## src/i2c_ctl_pkg.sv

```systemverilog
// Purpose: shared constants for the two-wire controller control slice
// Assumes: 16-bit register address, 8-bit register data
// Notes:   status and flag layouts below are local to this slice
package i2c_ctl_pkg;

	// register addresses
	localparam logic [15:0] ADDR_CTL_MAIN  = 16'hFFA6; // i2c_control_main
	localparam logic [15:0] ADDR_CLK_SEL   = 16'hFFA8; // level detect view
	localparam logic [15:0] ADDR_STATUS    = 16'hFFAA; // status_reg view
	localparam logic [15:0] ADDR_FLAGS     = 16'hFFAB; // start fail and busy view

	// control register bit positions
	localparam int B_ENABLE = 7; // op_enable
	localparam int B_EXIT   = 6; // exit_comm_cmd
	localparam int B_WREL   = 5; // wait_cancel_cmd
	localparam int B_SPIE   = 4; // stop_irq_enable
	localparam int B_WTIM   = 3; // wait_timing_sel
	localparam int B_ACKE   = 2; // ack_enable
	localparam int B_STT    = 1; // start_trigger
	localparam int B_SPT    = 0; // stop_trigger

	// status register bit positions
	localparam int S_MASTER = 7; // master_status
	localparam int S_EXC    = 5; // extension_code_flag
	localparam int S_COI    = 4; // address_match_flag
	localparam int S_TRC    = 3; // transmit_dir_flag
	localparam int S_ACKD   = 2; // ack_detected_flag
	localparam int S_STD    = 1; // start_detected_flag
	localparam int S_SPD    = 0; // stop detected

	// flag and clock select view positions
	localparam int F_FAIL = 7; // start_fail_flag
	localparam int F_BUSY = 6; // bus_busy_flag
	localparam int C_CLD  = 5; // clock_level_detect
	localparam int C_DAD  = 4; // data_level_detect

	localparam logic [7:0] CTL_RESET = 8'h00; // control register reset value
	localparam logic [3:0] WAIT_EARLY = 4'h8;  // eighth falling edge
	localparam logic [3:0] WAIT_LATE  = 4'h9;  // ninth falling edge

	// link phase of the control slice
	typedef enum logic [2:0] {
		PH_OFF,
		PH_IDLE,
		PH_XFER,
		PH_WAIT,
		PH_STANDBY
	} phase_t;

endpackage

```

## src/i2c_control_enable_wait.sv

```systemverilog
// Purpose: control register slice of a multimaster two-wire controller
// Assumes: single clock, synchronous reset, flag set pulses from the data path
// Notes:   pins are open drain, so only output enables are driven
// How it works
// - reset clears whole control register
// - control bits enable down to stop trigger
// - byte writes and single-bit writes both accepted
// - option bits taken alongside enable rising
// - enable low stops logic, status held reset
// - disabling clears fail, busy, level detect bits
// - commands ignored while disabled
// - exit command releases lines, standby, self-clears
// - exit clears triggers and status flags except stop detect
// - standby until stop, or match or extension code after a start
// - wait cancel releases clock, self-clears
// - ninth-clock cancel while sending clears direction
// - command bits always read zero
// - enable with data low and filter on gives start detect
// - wait and interrupt at eighth or ninth edge
// - ack drives data low in ninth clock
// - stop raises interrupt when enabled
`timescale 1ns/1ps
module i2c_control_enable_wait (
	input  wire logic        clock,
	input  wire logic        srst,
	input  wire logic [15:0] reg_addr,
	input  wire logic [7:0]  reg_wdata,
	input  wire logic        reg_wr,
	input  wire logic        reg_bit_wr,
	input  wire logic [2:0]  reg_bit_idx,
	input  wire logic        reg_rd,
	output logic      [7:0]  reg_rdata,
	input  wire logic        serial_clock_line,
	input  wire logic        serial_data_line,
	output logic             scl_out,
	output logic             scl_oe,
	output logic             sda_out,
	output logic             sda_oe,
	input  wire logic        digital_filter_on,
	input  wire logic        master_set,
	input  wire logic        extension_code_set,
	input  wire logic        address_match_set,
	input  wire logic        transmit_dir_set,
	input  wire logic        ack_detected_set,
	input  wire logic        start_fail_set,
	output logic             irq,
	output logic             start_trigger,
	output logic             stop_trigger,
	output logic [7:0]       status_reg
);
	import i2c_ctl_pkg::*;

	// whole state of the slice
	typedef struct packed {
		logic       enable;
		logic       spie;
		logic       wtim;
		logic       acke;
		logic       stt;
		logic       spt;
		logic [7:0] status;
		logic       start_fail;
		logic       busy;
		logic       cld;
		logic       dad;
		phase_t     phase;
		logic [3:0] bit_cnt;   // falling clock edges in this byte
		logic       wait_ninth; // present wait sits on the ninth edge
		logic       scl_q;     // previous filtered clock level
		logic       sda_q;     // previous filtered data level
		logic       scl_oe;
		logic       sda_oe;
		logic       irq;
		logic [7:0] rdata;
	} state_t;

	state_t     st;      // registered state
	state_t     next_st; // next state
	logic [1:0] lines_s; // filtered {clock, data}
	logic       scl_s;
	logic       sda_s;
	logic       ctl_hit;  // access targets the control register
	logic       wr_any;   // byte or bit write to control
	logic [7:0] wr_val;   // effective written byte
	logic [7:0] wr_mask;  // bits touched by this write
	logic       exit_cmd; // exit command accepted this cycle
	logic       wrel_cmd; // wait cancel accepted this cycle
	logic       start_ev;
	logic       stop_ev;
	logic       fall_ev;

	// edge helpers on filtered line levels
	function automatic logic rose(input logic prev, input logic now);
		return !prev && now;
	endfunction

	function automatic logic fell(input logic prev, input logic now);
		return prev && !now;
	endfunction

	// control register as software reads it, commands always zero
	function automatic logic [7:0] ctl_view(input state_t s);
		logic [7:0] v;
		v = CTL_RESET;
		v[B_ENABLE] = s.enable;
		v[B_SPIE]   = s.spie;
		v[B_WTIM]   = s.wtim;
		v[B_ACKE]   = s.acke;
		v[B_STT]    = s.stt;
		v[B_SPT]    = s.spt;
		return v;
	endfunction

	// pins come from another domain
	line_sync3 #(.WIDTH(2)) u_sync (
		.clock (clock),
		.srst  (srst),
		.din   ({serial_clock_line, serial_data_line}),
		.dout  (lines_s)
	);
	assign scl_s = lines_s[1];
	assign sda_s = lines_s[0];

	// write decode: bit writes change only the addressed bit
	always_comb begin
		ctl_hit = (reg_addr == ADDR_CTL_MAIN);
		wr_any  = ctl_hit && (reg_wr || reg_bit_wr);
		wr_mask = reg_bit_wr ? (8'h01 << reg_bit_idx) : 8'hFF;
		wr_val  = reg_bit_wr ? ((ctl_view(st) & ~wr_mask) | ({8{reg_wdata[0]}} & wr_mask))
		                     : reg_wdata;
		// commands act only when already enabled
		exit_cmd = wr_any && st.enable && wr_mask[B_EXIT] && wr_val[B_EXIT];
		wrel_cmd = wr_any && st.enable && wr_mask[B_WREL] && wr_val[B_WREL];
		start_ev = st.enable && st.scl_q && scl_s && st.sda_q && !sda_s;
		stop_ev  = st.enable && st.scl_q && scl_s && rose(st.sda_q, sda_s);
		fall_ev  = st.enable && fell(st.scl_q, scl_s);
	end

	// next state
	always_comb begin
		next_st = st;
		next_st.irq   = 1'b0;
		next_st.scl_q = scl_s;
		next_st.sda_q = sda_s;
		// read data stand in the following cycle only
		next_st.rdata = 8'h00;
		if (reg_rd) begin
			case (reg_addr)
				ADDR_CTL_MAIN: next_st.rdata = ctl_view(st);
				ADDR_STATUS:   next_st.rdata = st.status;
				ADDR_FLAGS:    next_st.rdata = {st.start_fail, st.busy, 6'h00};
				ADDR_CLK_SEL:  next_st.rdata = {2'h0, st.cld, st.dad, 4'h0};
				default:       next_st.rdata = 8'h00;
			endcase
		end
		// control bits; option bits accepted in any access, including enable rise
		if (wr_any) begin
			if (wr_mask[B_ENABLE]) next_st.enable = wr_val[B_ENABLE];
			if (wr_mask[B_SPIE])   next_st.spie   = wr_val[B_SPIE];
			if (wr_mask[B_WTIM])   next_st.wtim   = wr_val[B_WTIM];
			if (wr_mask[B_ACKE])   next_st.acke   = wr_val[B_ACKE];
			if (wr_mask[B_STT])    next_st.stt    = wr_val[B_STT];
			if (wr_mask[B_SPT])    next_st.spt    = wr_val[B_SPT];
		end
		if (st.enable) begin
			next_st.cld = scl_s;
			next_st.dad = sda_s;
			// start condition seen on the bus
			if (start_ev) begin
				next_st.status[S_STD] = 1'b1;
				next_st.status[S_SPD] = 1'b0;
				next_st.busy    = 1'b1;
				// the clock fall that closes the start is no data clock: it wraps this to zero
				next_st.bit_cnt = 4'hF;
				if (st.phase != PH_STANDBY) next_st.phase = PH_XFER;
			end
			// stop condition frees the bus and ends standby
			if (stop_ev) begin
				next_st.status = 8'h00;
				next_st.status[S_SPD] = 1'b1;
				next_st.busy   = 1'b0;
				next_st.phase  = PH_IDLE;
				next_st.scl_oe = 1'b0;
				next_st.sda_oe = 1'b0;
				next_st.irq    = st.spie;
			end
			// counting clock edges, wait point by timing select
			if (fall_ev && st.phase == PH_XFER) begin
				next_st.bit_cnt = st.bit_cnt + 4'h1;
				if (st.bit_cnt + 4'h1 == WAIT_EARLY) begin
					next_st.sda_oe = st.acke && !st.status[S_TRC];
					if (!st.wtim) begin
						next_st.phase      = PH_WAIT;
						next_st.scl_oe     = 1'b1;
						next_st.irq        = 1'b1;
						next_st.wait_ninth = 1'b0;
					end
				end else if (st.bit_cnt + 4'h1 == WAIT_LATE) begin
					next_st.bit_cnt = 4'h0;
					next_st.sda_oe  = 1'b0; // ack period over
					if (st.wtim) begin
						next_st.phase      = PH_WAIT;
						next_st.scl_oe     = 1'b1;
						next_st.irq        = 1'b1;
						next_st.wait_ninth = 1'b1;
					end
				end
			end
			// wait cancel; outside a wait the command simply vanishes
			if (wrel_cmd && st.phase == PH_WAIT) begin
				next_st.phase  = PH_XFER;
				next_st.scl_oe = 1'b0;
				if (st.wait_ninth && st.status[S_TRC]) begin
					next_st.status[S_TRC] = 1'b0;
					next_st.sda_oe = 1'b0;
				end
			end
			// exit from communication wins over the bus events above
			if (exit_cmd) begin
				next_st.phase  = PH_STANDBY;
				next_st.scl_oe = 1'b0;
				next_st.sda_oe = 1'b0;
				next_st.stt    = 1'b0;
				next_st.spt    = 1'b0;
				next_st.status[S_MASTER] = 1'b0;
				next_st.status[S_EXC]    = 1'b0;
				next_st.status[S_COI]    = 1'b0;
				next_st.status[S_TRC]    = 1'b0;
				next_st.status[S_ACKD]   = 1'b0;
				next_st.status[S_STD]    = 1'b0;
			end
			// data path events set flags; a set wins over an exit or stop clear
			if (master_set)         next_st.status[S_MASTER] = 1'b1;
			if (extension_code_set) next_st.status[S_EXC]    = 1'b1;
			if (address_match_set)  next_st.status[S_COI]    = 1'b1;
			if (transmit_dir_set)   next_st.status[S_TRC]    = 1'b1;
			if (ack_detected_set)   next_st.status[S_ACKD]   = 1'b1;
			if (start_fail_set)     next_st.start_fail       = 1'b1;
			// standby ends on match or extension code after a start
			if (st.phase == PH_STANDBY && !exit_cmd && st.status[S_STD]
			    && (address_match_set || extension_code_set))
				next_st.phase = PH_XFER;
		end else if (next_st.enable) begin
			// enable rising; a low data line under the filter looks like a start
			next_st.phase = PH_IDLE;
			next_st.cld   = scl_s;
			next_st.dad   = sda_s;
			if (digital_filter_on && scl_s && !sda_s) begin
				next_st.status[S_STD] = 1'b1;
				next_st.busy = 1'b1;
			end
		end
		// disabled: status, flags, detect bits and counters held at reset, both lines released
		if (!next_st.enable) begin
			next_st.phase      = PH_OFF;
			next_st.status     = 8'h00;
			next_st.start_fail = 1'b0;
			next_st.busy       = 1'b0;
			next_st.cld        = 1'b0;
			next_st.dad        = 1'b0;
			next_st.bit_cnt    = 4'h0;
			next_st.wait_ninth = 1'b0;
			next_st.scl_oe     = 1'b0;
			next_st.sda_oe     = 1'b0;
			next_st.irq        = 1'b0;
		end
	end

	// state register; reset gives a zero control byte
	always_ff @(posedge clock) begin
		if (srst) begin
			st <= '0;
			st.phase <= PH_OFF;
			st.scl_q <= 1'b1;
			st.sda_q <= 1'b1;
		end else begin
			st <= next_st;
		end
	end

	// every output but the constant-low scl_out and sda_out is a flop of the state
	assign reg_rdata     = st.rdata;
	assign scl_out       = 1'b0;
	assign sda_out       = 1'b0;
	assign scl_oe        = st.scl_oe;
	assign sda_oe        = st.sda_oe;
	assign irq           = st.irq;
	assign start_trigger = st.stt;
	assign stop_trigger  = st.spt;
	assign status_reg    = st.status;
endmodule

```

## src/line_sync3.sv

```systemverilog
// Purpose: three-stage synchroniser with agreement filter for pin levels
// Assumes: pins idle high, so every stage resets to one
// Notes:   output moves only when stages two and three agree
`timescale 1ns/1ps
module line_sync3 #(
	parameter int WIDTH = 2 // number of lines
) (
	input  wire logic             clock,
	input  wire logic             srst,
	input  wire logic [WIDTH-1:0] din,
	output logic      [WIDTH-1:0] dout
);
	// stage one is read by stage two only, to keep metastability contained
	logic [WIDTH-1:0] ff1;
	logic [WIDTH-1:0] ff2;
	logic [WIDTH-1:0] ff3;

	initial begin
		if (WIDTH < 1) $error("line_sync3: WIDTH must be at least 1");
	end

	// shift chain and filtered output
	always_ff @(posedge clock) begin
		if (srst) begin
			ff1  <= '1;
			ff2  <= '1;
			ff3  <= '1;
			dout <= '1;
		end else begin
			ff1 <= din;
			ff2 <= ff1;
			ff3 <= ff2;
			for (int i = 0; i < WIDTH; i++) begin
				if (ff2[i] == ff3[i]) dout[i] <= ff3[i];
			end
		end
	end
endmodule

```

## config.mk

```make
export PLATFORM = sky130hd
export DESIGN_NAME = i2c_control_enable_wait
export DESIGN_NICKNAME = d
export VERILOG_FILES = /design/src/i2c_ctl_pkg.sv /design/src/i2c_control_enable_wait.sv /design/src/line_sync3.sv
export SDC_FILE = /design/constraint.sdc
export NUM_CORES = 1
export LEC_CHECK = 0
export BUFFER_PORTS_ARGS = -buffer_cell sky130_fd_sc_hd__buf_2
export CORE_MARGIN = 2
export CORE_UTILIZATION = 55
export CTS_BUF_LIST = sky130_fd_sc_hd__clkbuf_8
export CTS_CLUSTER_DIAMETER = 40
export DETAILED_ROUTE_END_ITERATION = 8
export PLACE_DENSITY = 0.89
export SLEW_MARGIN = 20
export SYNTH_ARGS = -nofsm -noshare
export SYNTH_HDL_FRONTEND = slang
export SYNTH_SLANG_ARGS = --single-unit
export TNS_END_PERCENT = 50
```

## constraint.sdc

```tcl
create_clock -name clock -period 2.5 [get_ports clock]
set_input_delay 0.125 -clock clock [delete_from_list [all_inputs] [get_ports clock]]
set_output_delay 0.125 -clock clock [all_outputs]
set_load 0.05 [all_outputs]
```

==> qor.yml <==
ys.warnings.count: 0
syn_inst: 297
cp.buffers_inverters: 0
yosys.cell_types.count: 62
skew_ns: 0.00422
largest_reg_flops: 15
die_x_um: 71.5
synth_area_um2: 2510
clock_latency_ns: 0.29
fmax_mhz: 508
multiInputGateArea_um2: 1340
criticalPathCategory: "reg -> reg"
fp.dieArea_um2: 5120
antenna_found_initial: 0
worst-r2r-setup-slack_ns: 0.53
core-area_um2: 4380
synthArstFlopShare_pct: 0
place_inst: 383
muxShareOfSynthArea_pct: 2.79
post_cts_buffers: 0
hold_class: "in -> reg"
grt_max_degree: 22
overflow: 0
crit_fanout: 9
num_antenna_cells: 0
maxCapViolCount: 0
slowest_delay_ns: 0.48
hold_viol: 0
synth_compound_area_share_pct: 20.4
worstSetupEndpointType: "flip-flop"
path_clk_slew_ns: 0.08
drive_above_1_share_pct: 27.5
drt-total-wl_mm: 5.87
setup-tns-final_ns: 0
synth_top_family_by_area: "simple AND/OR/NAND/NOR gates"
slew-limit-headroom_pct: 58.7
rsz0062_at_grt: "false"
synthSimpleGateAreaFrac_pct: 27.8
peakVddDrop_mv: 0.397
worstSetupStartpointType: "flip-flop"
synth_flop_cell: "dfxtp_1"
start_util_pct: 57.2
cts_inserted_buffers: 5
cts_tree: "yes"
setup_viol: 0
mostFrequentLayoutCell: "buf_2"
fillers: 373
cts_root_buf: "clkbuf_8"
pwr-share-clk_pct: 40.4
met1_length_mm: 2.43
num_vias: 2306
top_layer_used: "met4"
avgSynthCellArea_um2: 8.45
drcViolationCount: 0
seq_area_frac_synth_pct: 36.7
path_cells: "nor4b_2, and2_1, a22oi_1, or3b_2, a31oi_1"
min_period_ns: 1.97
utilization_pct: 64.6
rows: 24
met2_length_mm: 2.84
grt.total_usage_pct: 23.0
power_leakage_nw: 1.13
cts_buffer_depth: 2
met3_length_um: 482
net-switching-power_mw: 0.304
postRouteAntennaNets: 0
io_pins: 64
drt_iter0_drc: 238
pre_cts_slack_ns: 0.577
p_sw_share_pct: 21.7
viasPerCell: 5.91
final_nets: 382
wl_per_cell_um: 15.1
period_share_pct: 78.7
tightest_slew_ns: 0.615
cts_htree_levels: 2
globalplace.congestion: 0.913
register_area_um2: 921
synthXorXnorAreaFrac_pct: 0.349
fp.dieH_um: 71.5
required_ns: 2.72
most-common-layout-cells: "buf_2, dfxtp_1, nor2_1"
path_delay_family: "simple AND/OR/NAND/NOR gates"
powerDensity_nw_per_um2: 495
synth_edf_count: 0
status: "complete, no violations"
portBuffers: 60
instances_no_fill: 390
grt_pass1_vias: 2125
area_growth_syn_to_layout_pct: 12.9
numClockSinks: 46
dr.pass1.iters: 4
grt_first_pass_wirelength_mm: 9.47
ys_ff_latch: 46
arrival_ns: 2.19
maxSlewViolCount: 0
synthAdderAreaFrac_pct: 1.50
hold_buffers: 0
p_int_mw: 1.10
pwr-share-comb_pct: 6.9
ctsResizeCount: 0
hpwl_mm: 4.39
fin_ws_ns: 0.531
critPathSlowestCell: "or3b_2"
seqPwrFrac_pct: 52.7
[worst register-to-register path, delay by kind of cell (launching register included)]
kind	cells	cell delay (ns)
flip-flops	1	0.39
AO/OA/AOI/OAI	2	0.32
AND/OR/NAND/NOR	3	1.18
[logic make-up after synthesis]
logic type	count (synthesis)
buffers and inverters	49
and+or+nand+nor	117
other	1
muxes	7
adders and majority gates	3
xor gates and xnor gates	1
AOI/OAI and AO/OA	73
DFF	46
[cells in the mapped netlist (all sizes together), types with 4 or more instances]
library cell | n | area [um2]
buf | 21 | 151
and3 | 5 | 31.3
nor2 | 27 | 101
a22oi | 5 | 37.5
nand2 | 21 | 81.3
dfxtp | 46 | 921
o21ai | 11 | 55.1
o31ai | 9 | 72.6
mux2i | 7 | 70.1
a21oi | 17 | 85.1
inv | 17 | 63.8
nand4b | 7 | 61.3
clkbuf | 11 | 41.3
or2 | 10 | 62.6
a211oi | 5 | 42.5
nor3b | 4 | 30.0
nand2b | 4 | 25.0
nor3 | 5 | 25.0
nand3 | 12 | 65.1
[final cells by class]
type | count | area share, %
Clock inverter | 1 | 1.06
Inverter | 17 | 2.25
Tap cell | 52 | 2.30
Sequential cell | 46 | 32.5
Multi-Input combinational cell | 204 | 47.3
Clock buffer | 6 | 2.92
Timing Repair Buffer | 64 | 11.7
[routing by layer]
layer / track usage [%] / up-vias
met5: 0 / -
met4: 8.18 / 0
met3: 4.64 / 16
met2: 40.5 / 108
met1: 27.6 / 1049
li1: - / 1133
[power by group through the flow]
stage,sequential (mW),clock (mW),combinational (mW)
after floorplan,0.754,0,0.0576
after global placement,0.755,0,0.0941
after detailed placement,0.755,0,0.0963
after CTS,0.738,0.562,0.0970
after global routing,0.738,0.587,0.107
final,0.738,0.566,0.0972
[final timing paths]
path | startpoint | endpoint | cells after the start
hold reg to reg | u_sync.ff1[0] | u_sync.ff2[0] | 1
setup reg to reg | u_sync.dout[1] | scl_oe | 5
hold / removal | serial_data_line | u_sync.ff1[0] | 2
setup / recovery | u_sync.dout[1] | scl_oe | 5
[per-stage QoR]
| step | total power [mW] | area [um2] | hold slack (ns) |
|---|---|---|---|
| finish | 1.40 | 2830 | 0.0101 |
| global route | 1.43 | 2830 | 0.0117 |
| CTS | 1.40 | 2830 | 0.00484 |
| detailed placement | 0.851 | 2720 | 0.311 |
| global placement | 0.849 | 2720 | 0.310 |
| floorplan | 0.812 | 2520 | 0.229 |
Note: power is estimated with default switching activity, not from simulation.
